## config.mk

```make
export PLATFORM = sky130hd
export DESIGN_NAME = motor_stop_and_speed_pulse
export DESIGN_NICKNAME = d
export VERILOG_FILES = /design/src/motor_stop_pkg.sv /design/src/motor_stop_and_speed_pulse.sv
export VERILOG_INCLUDE_DIRS = /design/src
export SDC_FILE = /design/constraint.sdc
export NUM_CORES = 2
export LEC_CHECK = 0
export BUFFER_PORTS_ARGS = -buffer_cell sky130_fd_sc_hd__buf_2
export CAP_MARGIN = 5
export CORE_MARGIN = 2
export CORE_UTILIZATION = 43
export DETAILED_ROUTE_END_ITERATION = 10
export PLACE_DENSITY = 0.69
export SYNTH_ARGS = -nofsm -noshare
export SYNTH_HDL_FRONTEND = slang
export SYNTH_SLANG_ARGS = --single-unit
```

## constraint.sdc

```tcl
create_clock -name clk -period 8.1 [get_ports clk]
set_input_delay 0.81 -clock clk [delete_from_list [all_inputs] [get_ports clk]]
set_output_delay 0.81 -clock clk [all_outputs]
set_load 0.03 [all_outputs]
```

## src/motor_stop_consts.svh

```systemverilog
// Register offsets, field positions and step sizes of the motor stop block
`ifndef MOTOR_STOP_CONSTS_SVH
`define MOTOR_STOP_CONSTS_SVH
// Register byte offsets
`define OFS_CTRL 8'h00
`define OFS_BRAKE_TIME 8'h04
`define OFS_SPEED 8'h08
`define OFS_PULSE 8'h0c
`define OFS_LIMIT 8'h10
`define OFS_ALIGN 8'h14
`define OFS_STATUS 8'h18
// Control register fields
`define CTRL_METHOD_LSB 0
`define CTRL_START_BIT 3
`define CTRL_STOP_BIT 4
`define CTRL_EXTENT_BIT 5
`define CTRL_POLICY_LSB 6
`define CTRL_ANGLE_SRC_BIT 8
`define CTRL_CAP_EN_BIT 9
// Stop method codes
`define STOP_COAST 3'h0
`define STOP_RECIRC 3'h1
`define STOP_LS_BRAKE 3'h2
`define STOP_HS_BRAKE 3'h3
`define STOP_SPIN_DOWN 3'h4
`define STOP_ALIGN 3'h5
// Open-loop pulse policies
`define POL_FOLLOW 2'h0
`define POL_HIGH 2'h1
`define POL_FIRST_ONLY 2'h2
// Speed ramp step per clock and recirculation decay scaling
`define RAMP_STEP 16'h0001
`define RECIRC_SHIFT 4
// Reset value of every register and of all state
`define REG_RESET 32'h0000_0000
`endif

```

## src/motor_stop_pkg.sv

```systemverilog
// Types of the motor stop and speed pulse block
package motor_stop_pkg;
   typedef enum logic [2:0] {S_IDLE, S_RUN, S_RECIRC, S_DECEL, S_BRAKE, S_SPIN, S_ALIGN} stop_state_t;
   typedef struct packed {
      stop_state_t st;
      logic brk_hs;
      logic pin_mode;
      logic [31:0] cnt;
      logic [15:0] speed_ref;
      logic [5:0] gate;
      logic [31:0] ctrl;
      logic [31:0] brake_time;
      logic [31:0] speed_cfg;
      logic [31:0] pulse_cfg;
      logic [31:0] limit_cfg;
      logic [31:0] align_cfg;
      logic [3:0] div_cnt;
      logic tog;
      logic pulse;
      logic later_start;
      logic ol_d;
      logic cap_lim;
      logic brk_s1;
      logic brk_s2;
      logic pready;
      logic pslverr;
      logic [31:0] prdata;
   } stop_regs_t;
endpackage : motor_stop_pkg

```

## src/motor_stop_and_speed_pulse.sv

```systemverilog
// Motor stop sequencer, speed pulse output and supply current cap
//
// Functional notes
// - Coast: stop switches all six switches off at once, high impedance.
// - Recirculation: turn off some switches for a computed decay, then all off.
// - Recirculation side chosen from conducting pattern when stop arrives.
// - Low-side brake: slow to entry speed, low sides on for duration, off.
// - Already below brake entry speed at stop: brake immediately, no slowing.
// - Brake pin high: slow to entry speed, low sides on until pin low.
// - High-side brake: slow to entry speed, high sides on for duration, off.
// - Spin-down: ramp speed reference to floor, then all switches off.
// - Align brake: inject DC pattern for duration, current held under align cap.
// - Align pattern from configured target or last commutation sector.
// - Align method selected: brake pin enters align brake state too.
// - Extent 0: pulse while driven; 1: pulse until back-EMF below level.
// - Pulse output divided to one pulse per N electrical cycles, N up to 15.
// - Motor lock holds speed pulse output high.
// - Policy 00: open loop pulse follows driving frequency.
// - Policy 01: pulse held high through open loop.
// - Policy 10: follow only in first start after wake, else held high.
// - Cap enabled: restrict speed reference to keep supply current under cap.
// - Supply current estimated from phase currents, phase voltages, bus voltage.
// - Status register shows whether the supply cap is limiting.
`include "motor_stop_consts.svh"
`timescale 1ns/1ps
module motor_stop_and_speed_pulse
(
   // Clock, reset, enable
   input wire logic clk,
   input wire logic rst_b,
   input wire logic ce,
   // APB slave
   input wire logic psel,
   input wire logic penable,
   input wire logic pwrite,
   input wire logic [7:0] paddr,
   input wire logic [31:0] pwdata,
   output logic [31:0] prdata,
   output logic pready,
   output logic pslverr,
   // Estimator and modulator side
   input wire logic [5:0] drive_gate,
   input wire logic [15:0] speed_cmd,
   input wire logic [15:0] motor_speed,
   input wire logic [15:0] backemf,
   input wire logic signed [15:0] phase_i_a,
   input wire logic signed [15:0] phase_i_b,
   input wire logic signed [15:0] phase_i_c,
   input wire logic signed [15:0] phase_v_a,
   input wire logic signed [15:0] phase_v_b,
   input wire logic signed [15:0] phase_v_c,
   input wire logic [15:0] bus_voltage,
   input wire logic [2:0] last_sector,
   input wire logic elec_half,
   input wire logic open_loop,
   input wire logic motor_lock,
   input wire logic wake_event,
   // Brake pin
   input wire logic brake_pin,
   // Power stage and outputs
   output logic [5:0] gate,
   output logic [15:0] speed_ref,
   output logic speed_pulse_output,
   output logic cap_limiting,
   output motor_stop_pkg::stop_state_t motor_state
);
   import motor_stop_pkg::*;

   stop_regs_t q;
   stop_regs_t next_q;

   // Wide arithmetic for the supply current estimate
   logic signed [31:0] pw_a;
   logic signed [31:0] pw_b;
   logic signed [31:0] pw_c;
   logic signed [33:0] pw_sum;
   logic [31:0] pw_cap;
   logic over_cap;
   logic [15:0] ia_abs;
   logic [15:0] ib_abs;
   logic [15:0] ic_abs;
   logic [15:0] i_max;

   // Power balance: phase power against cap times bus voltage
   assign pw_a = phase_v_a * phase_i_a;
   assign pw_b = phase_v_b * phase_i_b;
   assign pw_c = phase_v_c * phase_i_c;
   assign pw_sum = 34'(pw_a) + 34'(pw_b) + 34'(pw_c);
   assign pw_cap = q.limit_cfg[15:0] * bus_voltage;
   assign over_cap = pw_sum > $signed({2'b00, pw_cap});

   // Largest phase current magnitude
   assign ia_abs = phase_i_a[15] ? 16'(-phase_i_a) : phase_i_a;
   assign ib_abs = phase_i_b[15] ? 16'(-phase_i_b) : phase_i_b;
   assign ic_abs = phase_i_c[15] ? 16'(-phase_i_c) : phase_i_c;
   assign i_max = (ia_abs > ib_abs) ? ((ia_abs > ic_abs) ? ia_abs : ic_abs)
                                    : ((ib_abs > ic_abs) ? ib_abs : ic_abs);

   // Next state of the whole block
   always_comb
   begin
      logic start_cmd;
      logic stop_cmd;
      logic pin_hi;
      logic [2:0] method;
      logic [2:0] sector;
      logic [5:0] align_pat;
      logic [15:0] entry_speed;
      logic [15:0] floor_speed;
      logic [3:0] div_n;
      logic driving;
      logic active;
      logic hold_high;
      start_cmd = 1'b0;
      stop_cmd = 1'b0;
      driving = 1'b0;
      active = 1'b0;
      hold_high = 1'b0;
      align_pat = 6'h00;
      next_q = q;
      pin_hi = q.brk_s2;
      method = q.ctrl[`CTRL_METHOD_LSB +: 3];
      entry_speed = q.speed_cfg[15:0];
      floor_speed = q.speed_cfg[31:16];
      div_n = (q.pulse_cfg[3:0] == 4'h0) ? 4'h1 : q.pulse_cfg[3:0];
      sector = q.ctrl[`CTRL_ANGLE_SRC_BIT] ? last_sector : q.align_cfg[2:0];
      // Align phase pattern per sector, high sides then low sides
      case (sector)
         3'h0: align_pat = 6'h23;
         3'h1: align_pat = 6'h31;
         3'h2: align_pat = 6'h15;
         3'h3: align_pat = 6'h1c;
         3'h4: align_pat = 6'h0e;
         3'h5: align_pat = 6'h2a;
         default: align_pat = 6'h23;
      endcase

      // Brake pin synchroniser
      next_q.brk_s1 = brake_pin;
      next_q.brk_s2 = q.brk_s1;

      // APB access, answered one cycle into the access phase
      next_q.pready = 1'b0;
      next_q.pslverr = 1'b0;
      if (psel && penable && !q.pready)
      begin
         next_q.pready = 1'b1;
         next_q.prdata = 32'h0000_0000;
         case (paddr)
            `OFS_CTRL:
            begin
               if (pwrite)
               begin
                  next_q.ctrl = pwdata & 32'h0000_03e7; // command bits are not stored
                  start_cmd = pwdata[`CTRL_START_BIT];
                  stop_cmd = pwdata[`CTRL_STOP_BIT];
               end
               else
                  next_q.prdata = q.ctrl;
            end
            `OFS_BRAKE_TIME:
               if (pwrite) next_q.brake_time = pwdata;
               else next_q.prdata = q.brake_time;
            `OFS_SPEED:
               if (pwrite) next_q.speed_cfg = pwdata;
               else next_q.prdata = q.speed_cfg;
            `OFS_PULSE:
               if (pwrite) next_q.pulse_cfg = pwdata & 32'hffff_000f;
               else next_q.prdata = q.pulse_cfg;
            `OFS_LIMIT:
               if (pwrite) next_q.limit_cfg = pwdata;
               else next_q.prdata = q.limit_cfg;
            `OFS_ALIGN:
               if (pwrite) next_q.align_cfg = pwdata & 32'h0000_0007;
               else next_q.prdata = q.align_cfg;
            `OFS_STATUS:
               if (!pwrite) next_q.prdata = {q.speed_ref, 10'h000, q.later_start, q.pulse,
                                             q.cap_lim, q.st};
            default:
               next_q.pslverr = 1'b1;
         endcase
      end

      // Supply cap flag
      next_q.cap_lim = q.ctrl[`CTRL_CAP_EN_BIT] && over_cap;

      // Stop sequencer
      case (q.st)
         S_IDLE:
         begin
            next_q.gate = 6'h00;
            next_q.speed_ref = 16'h0000;
            if (start_cmd)
               next_q.st = S_RUN;
         end
         S_RUN:
         begin
            next_q.gate = drive_gate;
            // Ramp toward command, never up while capped
            if (q.cap_lim && q.speed_ref != 16'h0000)
               next_q.speed_ref = q.speed_ref - `RAMP_STEP;
            else if (!q.cap_lim && q.speed_ref < speed_cmd)
               next_q.speed_ref = q.speed_ref + `RAMP_STEP;
            else if (q.speed_ref > speed_cmd)
               next_q.speed_ref = q.speed_ref - `RAMP_STEP;
            next_q.cnt = q.brake_time;
            next_q.pin_mode = 1'b0;
            next_q.brk_hs = 1'b0;
            if (pin_hi)
            begin
               next_q.pin_mode = 1'b1;
               if (method == `STOP_ALIGN)
                  next_q.st = S_ALIGN;
               else if (motor_speed < entry_speed)
                  next_q.st = S_BRAKE;
               else
                  next_q.st = S_DECEL;
            end
            else if (stop_cmd)
            begin
               case (method)
                  `STOP_COAST:
                  begin
                     next_q.gate = 6'h00;
                     next_q.st = S_IDLE;
                  end
                  `STOP_RECIRC:
                  begin
                     // Keep the high side when at least two high switches conduct, else the low side
                     if (32'(drive_gate[5]) + 32'(drive_gate[4]) + 32'(drive_gate[3]) >= 32'd2)
                        next_q.gate = {drive_gate[5:3], 3'b000};
                     else
                        next_q.gate = {3'b000, drive_gate[2:0]};
                     next_q.cnt = 32'(i_max >> `RECIRC_SHIFT) + 32'd1;
                     next_q.st = S_RECIRC;
                  end
                  `STOP_LS_BRAKE, `STOP_HS_BRAKE:
                  begin
                     next_q.brk_hs = (method == `STOP_HS_BRAKE);
                     if (motor_speed < entry_speed)
                        next_q.st = S_BRAKE;
                     else
                        next_q.st = S_DECEL;
                  end
                  `STOP_SPIN_DOWN:
                     next_q.st = S_SPIN;
                  `STOP_ALIGN:
                     next_q.st = S_ALIGN;
                  default:
                  begin
                     next_q.gate = 6'h00;
                     next_q.st = S_IDLE;
                  end
               endcase
            end
         end
         S_RECIRC:
         begin
            // Decay interval, then the remaining switches off
            if (q.cnt <= 32'd1)
            begin
               next_q.gate = 6'h00;
               next_q.st = S_IDLE;
            end
            else
               next_q.cnt = q.cnt - 32'd1;
         end
         S_DECEL:
         begin
            next_q.gate = drive_gate;
            if (q.speed_ref > entry_speed && motor_speed >= entry_speed)
               next_q.speed_ref = q.speed_ref - `RAMP_STEP;
            else
               next_q.st = S_BRAKE;
         end
         S_BRAKE:
         begin
            next_q.speed_ref = 16'h0000;
            if (q.pin_mode)
            begin
               if (!pin_hi)
               begin
                  next_q.gate = 6'h00;
                  next_q.st = S_RUN;
               end
            end
            else if (q.cnt <= 32'd1)
            begin
               next_q.gate = 6'h00;
               next_q.st = S_IDLE;
            end
            else
               next_q.cnt = q.cnt - 32'd1;
         end
         S_SPIN:
         begin
            next_q.gate = drive_gate;
            if (q.speed_ref > floor_speed)
               next_q.speed_ref = q.speed_ref - `RAMP_STEP;
            else
            begin
               next_q.gate = 6'h00;
               next_q.st = S_IDLE;
            end
         end
         S_ALIGN:
         begin
            next_q.speed_ref = 16'h0000;
            if (q.pin_mode)
            begin
               if (!pin_hi)
               begin
                  next_q.gate = 6'h00;
                  next_q.st = S_RUN;
               end
            end
            else if (q.cnt <= 32'd1)
            begin
               next_q.gate = 6'h00;
               next_q.st = S_IDLE;
            end
            else
               next_q.cnt = q.cnt - 32'd1;
         end
         default:
         begin
            next_q.gate = 6'h00;
            next_q.st = S_IDLE;
         end
      endcase

      // Brake and align patterns stand from the first cycle of the state
      if (next_q.st == S_BRAKE)
         next_q.gate = next_q.brk_hs ? 6'h38 : 6'h07;
      else if (next_q.st == S_ALIGN)
         next_q.gate = (i_max > q.limit_cfg[31:16]) ? 6'h00 : align_pat; // chopped above align cap

      // Pulse divider on electrical half cycles
      if (elec_half)
      begin
         if (q.div_cnt + 4'h1 >= div_n)
         begin
            next_q.div_cnt = 4'h0;
            next_q.tog = !q.tog;
         end
         else
            next_q.div_cnt = q.div_cnt + 4'h1;
      end

      // First start tracking after power-on, sleep or standby
      next_q.ol_d = open_loop;
      if (wake_event)
         next_q.later_start = 1'b0;
      else if (q.ol_d && !open_loop)
         next_q.later_start = 1'b1;

      // Speed pulse output policy
      driving = (q.st == S_RUN) || (q.st == S_DECEL) || (q.st == S_SPIN);
      active = q.ctrl[`CTRL_EXTENT_BIT] ? (backemf >= q.pulse_cfg[31:16]) : driving;
      hold_high = open_loop && ((q.ctrl[`CTRL_POLICY_LSB +: 2] == `POL_HIGH) ||
                  ((q.ctrl[`CTRL_POLICY_LSB +: 2] == `POL_FIRST_ONLY) && q.later_start));
      if (motor_lock)
         next_q.pulse = 1'b1;
      else if (!active)
         next_q.pulse = 1'b0;
      else if (hold_high)
         next_q.pulse = 1'b1;
      else
         next_q.pulse = q.tog;
   end

   // State register, frozen while the enable is low
   always_ff @(posedge clk or negedge rst_b)
   begin
      if (!rst_b)
         q <= '0;
      else if (ce)
         q <= next_q;
   end

   // Outputs straight from flip-flops
   assign prdata = q.prdata;
   assign pready = q.pready;
   assign pslverr = q.pslverr;
   assign gate = q.gate;
   assign speed_ref = q.speed_ref;
   assign speed_pulse_output = q.pulse;
   assign cap_limiting = q.cap_lim;
   assign motor_state = q.st;
endmodule : motor_stop_and_speed_pulse

```

Word level (Yosys, flattened, before mapping). Index checks and enable logic that the tools add are counted.

Register bits: 231. Output and inout bits: 61.

Add/subtract/negate cells: 12. Multipliers: 4. Magnitude comparators: 15. Equal/unequal tests: 31. Mux-type cells: 73. Reductions and logical operators: 42.

Operator list (count): $mux 32 (10); $pmux 32 s7 (1); $mux 16 (11); $mul 16x16->32 (4); $gt 16x16->1 (7); $pmux 32 s3 (1); $mux 6 (11); $pmux 16 s4 (1); $pmux 6 s5 (2); $neg 16->16 (3); $add 33x32->34 (1); $gt 34x33->1 (1); $mux 34 (1); $add 32x32->33 (1); $mux 3 (11); $ge 16x16->1 (2); $le 32x1->1 const B (1); $lt 16x16->1 (2); $sub 32x1->32 const B (1); $eq 3x3->1 const B (9); $eq 8x5->1 const B (3); $reduce_and 4->1 (6); $eq 3x2->1 const B (6); $pmux 3 s6 (1); other kinds (39) (80).

Logic depth before layout (Yosys ltp).
Depth in word-level cells: 10. Gate-level depth with buffers: 39. Gate-level depth less buffers: 37.

Worst setup path before layout. No wires, ideal clock.

Kind: input -> register. Start point: in phase_i_c[0]. End point: reg q (netlist bit cap_limiting). Setup time: 120 ps. Arrival time: 9693 ps. Path slack: -1713 ps. Stages: 34. Path through: clkbuf_1 > buf_1 > nand2_1 > fa_1 > fa_1 > inv_1 > fa_1 > inv_1 > fa_1 > inv_1 > fa_1 > fa_1 > fa_1 > fa_1 > inv_1 > fa_1 > inv_1 > ha_1 > a211oi_1 > nand2_1 > o32ai_1 > a211oi_1 > o211ai_1 > a31oi_1 > a21o_1 > a21o_1 > a21oi_1 > xnor2_1 > ha_1 > a2111oi_0 > o221ai_1 > o21ai_0 > o21ai_0 > a41o_1.

Longest elaborated chain between the ends: 4.

RTL lines: start: declaration (RTL line motor_stop_and_speed_pulse.sv:48) `input wire logic signed [15:0] phase_i_c,`; $mul 16x16->32 (RTL line motor_stop_and_speed_pulse.sv:87) `assign pw_c = phase_v_c * phase_i_c;`; $add 33x32->34 (RTL line motor_stop_and_speed_pulse.sv:88) `assign pw_sum = 34'(pw_a) + 34'(pw_b) + 34'(pw_c);`; $gt 34x33->1 (RTL line motor_stop_and_speed_pulse.sv:90) `assign over_cap = pw_sum > $signed({2'b00, pw_cap});`; $logic_and 1x1->1 (RTL line motor_stop_and_speed_pulse.sv:185) `` next_q.cap_lim = q.ctrl[`CTRL_CAP_EN_BIT] && over_cap; ``; end signal: assignment (RTL line motor_stop_and_speed_pulse.sv:378) `q <= next_q;`; end: declaration (RTL line motor_stop_and_speed_pulse.sv:69) `stop_regs_t q;`.

No other way between the ends. A chain may end at the register's enable or synchronous reset.

Worst setup path in the final report.
Start point: in phase_v_c[11]. End point: reg q (netlist bit cap_limiting).

Longest elaborated chain between the ends: 4.

RTL lines: start: declaration (RTL line motor_stop_and_speed_pulse.sv:51) `input wire logic signed [15:0] phase_v_c,`; $mul 16x16->32 (RTL line motor_stop_and_speed_pulse.sv:87); $add 33x32->34 (RTL line motor_stop_and_speed_pulse.sv:88); $gt 34x33->1 (RTL line motor_stop_and_speed_pulse.sv:90); $logic_and 1x1->1 (RTL line motor_stop_and_speed_pulse.sv:185).

No other way between the ends.

==> run summary <==
status = finished, violations left
failing checks = setup timing
1st-iter DRT viols = 3586
Seq/Total Area, Yosys = 10.10%
die area = 136000 sq um
syn avg cell area = 9.164 sq um
drc violations = 0
Final setup viols = 1
Simple-Gate Fraction of Synth Area = 14.05%
largest fanout on the critical path = 7
DRT Pass-1 Iters = 9
final hold slack = 0.3060 ns
Critical-path top delay cell = fa_1
Net Count, Synth = 8088
Routed Antenna Nets = 0
CTS tree = yes
Highest Clock Rate = 112.2 MHz
Critical Path Source = phase_v_c[11]
mux cell area share after synthesis = 3.013%
CP most frequent cell = fa_1
Routed WL = 166.7 mm
startpoint types = input port
most common cell after layout, fill and taps aside = inv_1
Cells after Synth = 6244
initial antenna violation count = 20
asr flop ratio synth = 100.0%
leading cell types in the layout, fill and taps excluded = inv_1, fa_1, nand2_1
xor-xnor portion of the synthesized cell area = 1.940%
clk sinks = 231
Max Cap Viol = 0
Die H = 368.8 microns
Tightest Pin Transition = 1.215 ns
number of synthesized flops with an enable pin = 0
Adder-Cell Fraction of Synth Area = 50.29%
Synth cell types = 88
clock root cell = clkbuf_16
Fill cells = 12195
final-stage net count = 8537
io pins = 281
Worst Slack Setup Final = -0.8130 ns
Via density = 5.295
post-DP HPWL = 146.5 mm
clock-pin slew on the worst setup and hold paths = 0.06 ns
largest family of logic cells by synthesized area = adder cells
global-route wire length before repair = 268.0 mm
critical path type = in -> reg
total grt overflow = 0
post-synthesis compound-gate area fraction = 8.618%
Crit path largest cell delay = 0.58 ns
input/output buffers = 280
Post-synth top flop = dfrtp_1
fin crit share = 110.0%
vias in the first global route = 47977
synthesized area = 57220 sq um
worst endpoint required time = 8.53 ns
CTS Buffer Depth = 3
final hold vios = 0
Final min period = 8.913 ns
cts hold-fix bufs = 0
Max-slew headroom = 18.67%
max-slew violations = 0
Reg-to-Reg Start = q[85]
skew final = 0.01850 ns
Crit. End Element = register
Clock Latency Late Sink = 0.55 ns
Area growth, synth to finish = 12.79%
layout cells sized above 1 = 15.54%
core area = 131800 sq um
largest net degree at the start of global routing = 103
H-tree depth = 1
wire length per cell = 19.68 microns
# rows = 133
GPL Wtd Cong = 0.9620
Overall Global Routing Usage = 24.97%
vias = 44850
CTS buffer count = 25
Synth Register Bits = 231
RSZ-0062 raised after global routing = true
Starting Density = 43.41%
synth warn = 0
Hold Path Class = in -> async
die width = 368.8 microns
Arr. time, crit path = 9.35 ns
==> area by class of cell <==
class                           count  area, sq um  area share (%)
Antenna cell                        4        10.01         0.01551
Clock buffer                       35        673.1           1.043
Clock inverter                     10        112.6          0.1745
Inverter                         1436         5395           8.360
Multi-Input combinational cell   4251        44970           69.68
Sequential cell                   231         5781           8.957
Tap cell                         1755         2196           3.403
Timing Repair Buffer              748         5399           8.366
==> metrics by stage <==
step / worst slack [ns] / setup TNS [ns] / area (sq um) / instances / util (%)
2_1_floorplan: -0.7673 / -0.7673 / 57970 / 6244 / -
3_3_place_gp: -1.339 / -1.339 / 63270 / 8416 / 48.01
3_5_place_dp: -1.539 / -1.539 / 63270 / 8416 / 48.01
4_1_cts: -0.7330 / -0.7330 / 64490 / 8466 / 48.93
5_1_grt: -1.159 / -1.159 / 64530 / 8469 / 48.96
6_report: -0.8130 / -0.8130 / 64530 / 8470 / 48.96
==> registers in the layout, indices dropped and copies added, names as in the netlist <==
register	cells
cap_limiting	1
gate	6
motor_state	3
next_q	1
prdata	32
pready	1
pslverr	1
q	169
speed_pulse_output	1
speed_ref	16
==> critical path, delay by kind of cell <==
family | cells | cell delay (ns)
compound gates | 12 | 2.14
xor+xnor | 1 | 0.10
buf+inv | 8 | 0.67
fa+ha+maj | 11 | 5.05
simple gates | 2 | 0.58
==> cell usage after synthesis, drive strengths merged (17+ instances only) <==
cell type | number | area share [%]
a211oi | 21 | 0.28
a21o | 65 | 0.85
a21oi | 181 | 1.6
a222oi | 27 | 0.47
a22oi | 48 | 0.63
a31oi | 41 | 0.47
and2 | 469 | 5.1
and3 | 32 | 0.35
buf | 91 | 1.0
clkbuf | 235 | 1.5
dfrtp | 231 | 10
fa | 1126 | 39
ha | 498 | 11
inv | 1433 | 9.4
mux2 | 138 | 2.7
mux2i | 17 | 0.30
nand2 | 680 | 4.5
nand2b | 41 | 0.45
nand3 | 42 | 0.37
nand4 | 41 | 0.45
nor2 | 135 | 0.89
nor2b | 43 | 0.47
nor3 | 36 | 0.31
nor4 | 19 | 0.22
o211ai | 20 | 0.26
o21a | 36 | 0.47
o21ai | 143 | 1.3
o22ai | 19 | 0.21
o31ai | 17 | 0.24
or3 | 19 | 0.22
xnor2 | 75 | 1.1
xor2 | 50 | 0.79
==> cell families after synthesis <==
group                      count (synthesis)
adders and majority gates               1624
AOI/OAI and AO/OA                        739
and+or+nand+nor                         1608
DFF                                      231
buffers and inverters                   1762
muxes                                    155
xor gates and xnor gates                 125
==> worst paths after layout <==
check                               end  slack, ns  depth (start not counted)
setup / recovery           cap_limiting      -0.81                         34
hold / removal               prdata[18]       0.31                          1
setup reg to reg           cap_limiting          0                         31
hold reg to reg              prdata[23]       0.47                          1
max in group asynchronous        q[176]       6.23                          2
min in group clk                  q[38]       0.44                          2
==> routing by layer <==
layer	share of wire [%]	GRT usage, %	vias up
met5	0.076	0	-
met2	47	41.65	1516
met3	7.0	3.414	273
met4	3.0	6.091	22
met1	43	34.33	22924
li1	-	-	20115
==> what timing repair did <==
| item | CTS | global route |
|---|---|---|
| resized for setup | 129 | 10 |
| endpoints found under the setup margin | 1 | 1 |
| setup buffers | 5 | 0 |
| hold endpoints to repair | 0 | 0 |
| pin swaps | 46 | 9 |
Power is left out: the tool's default activity adds up to more than one toggle a clock period on the data nets, which glitch-free logic cannot reach.
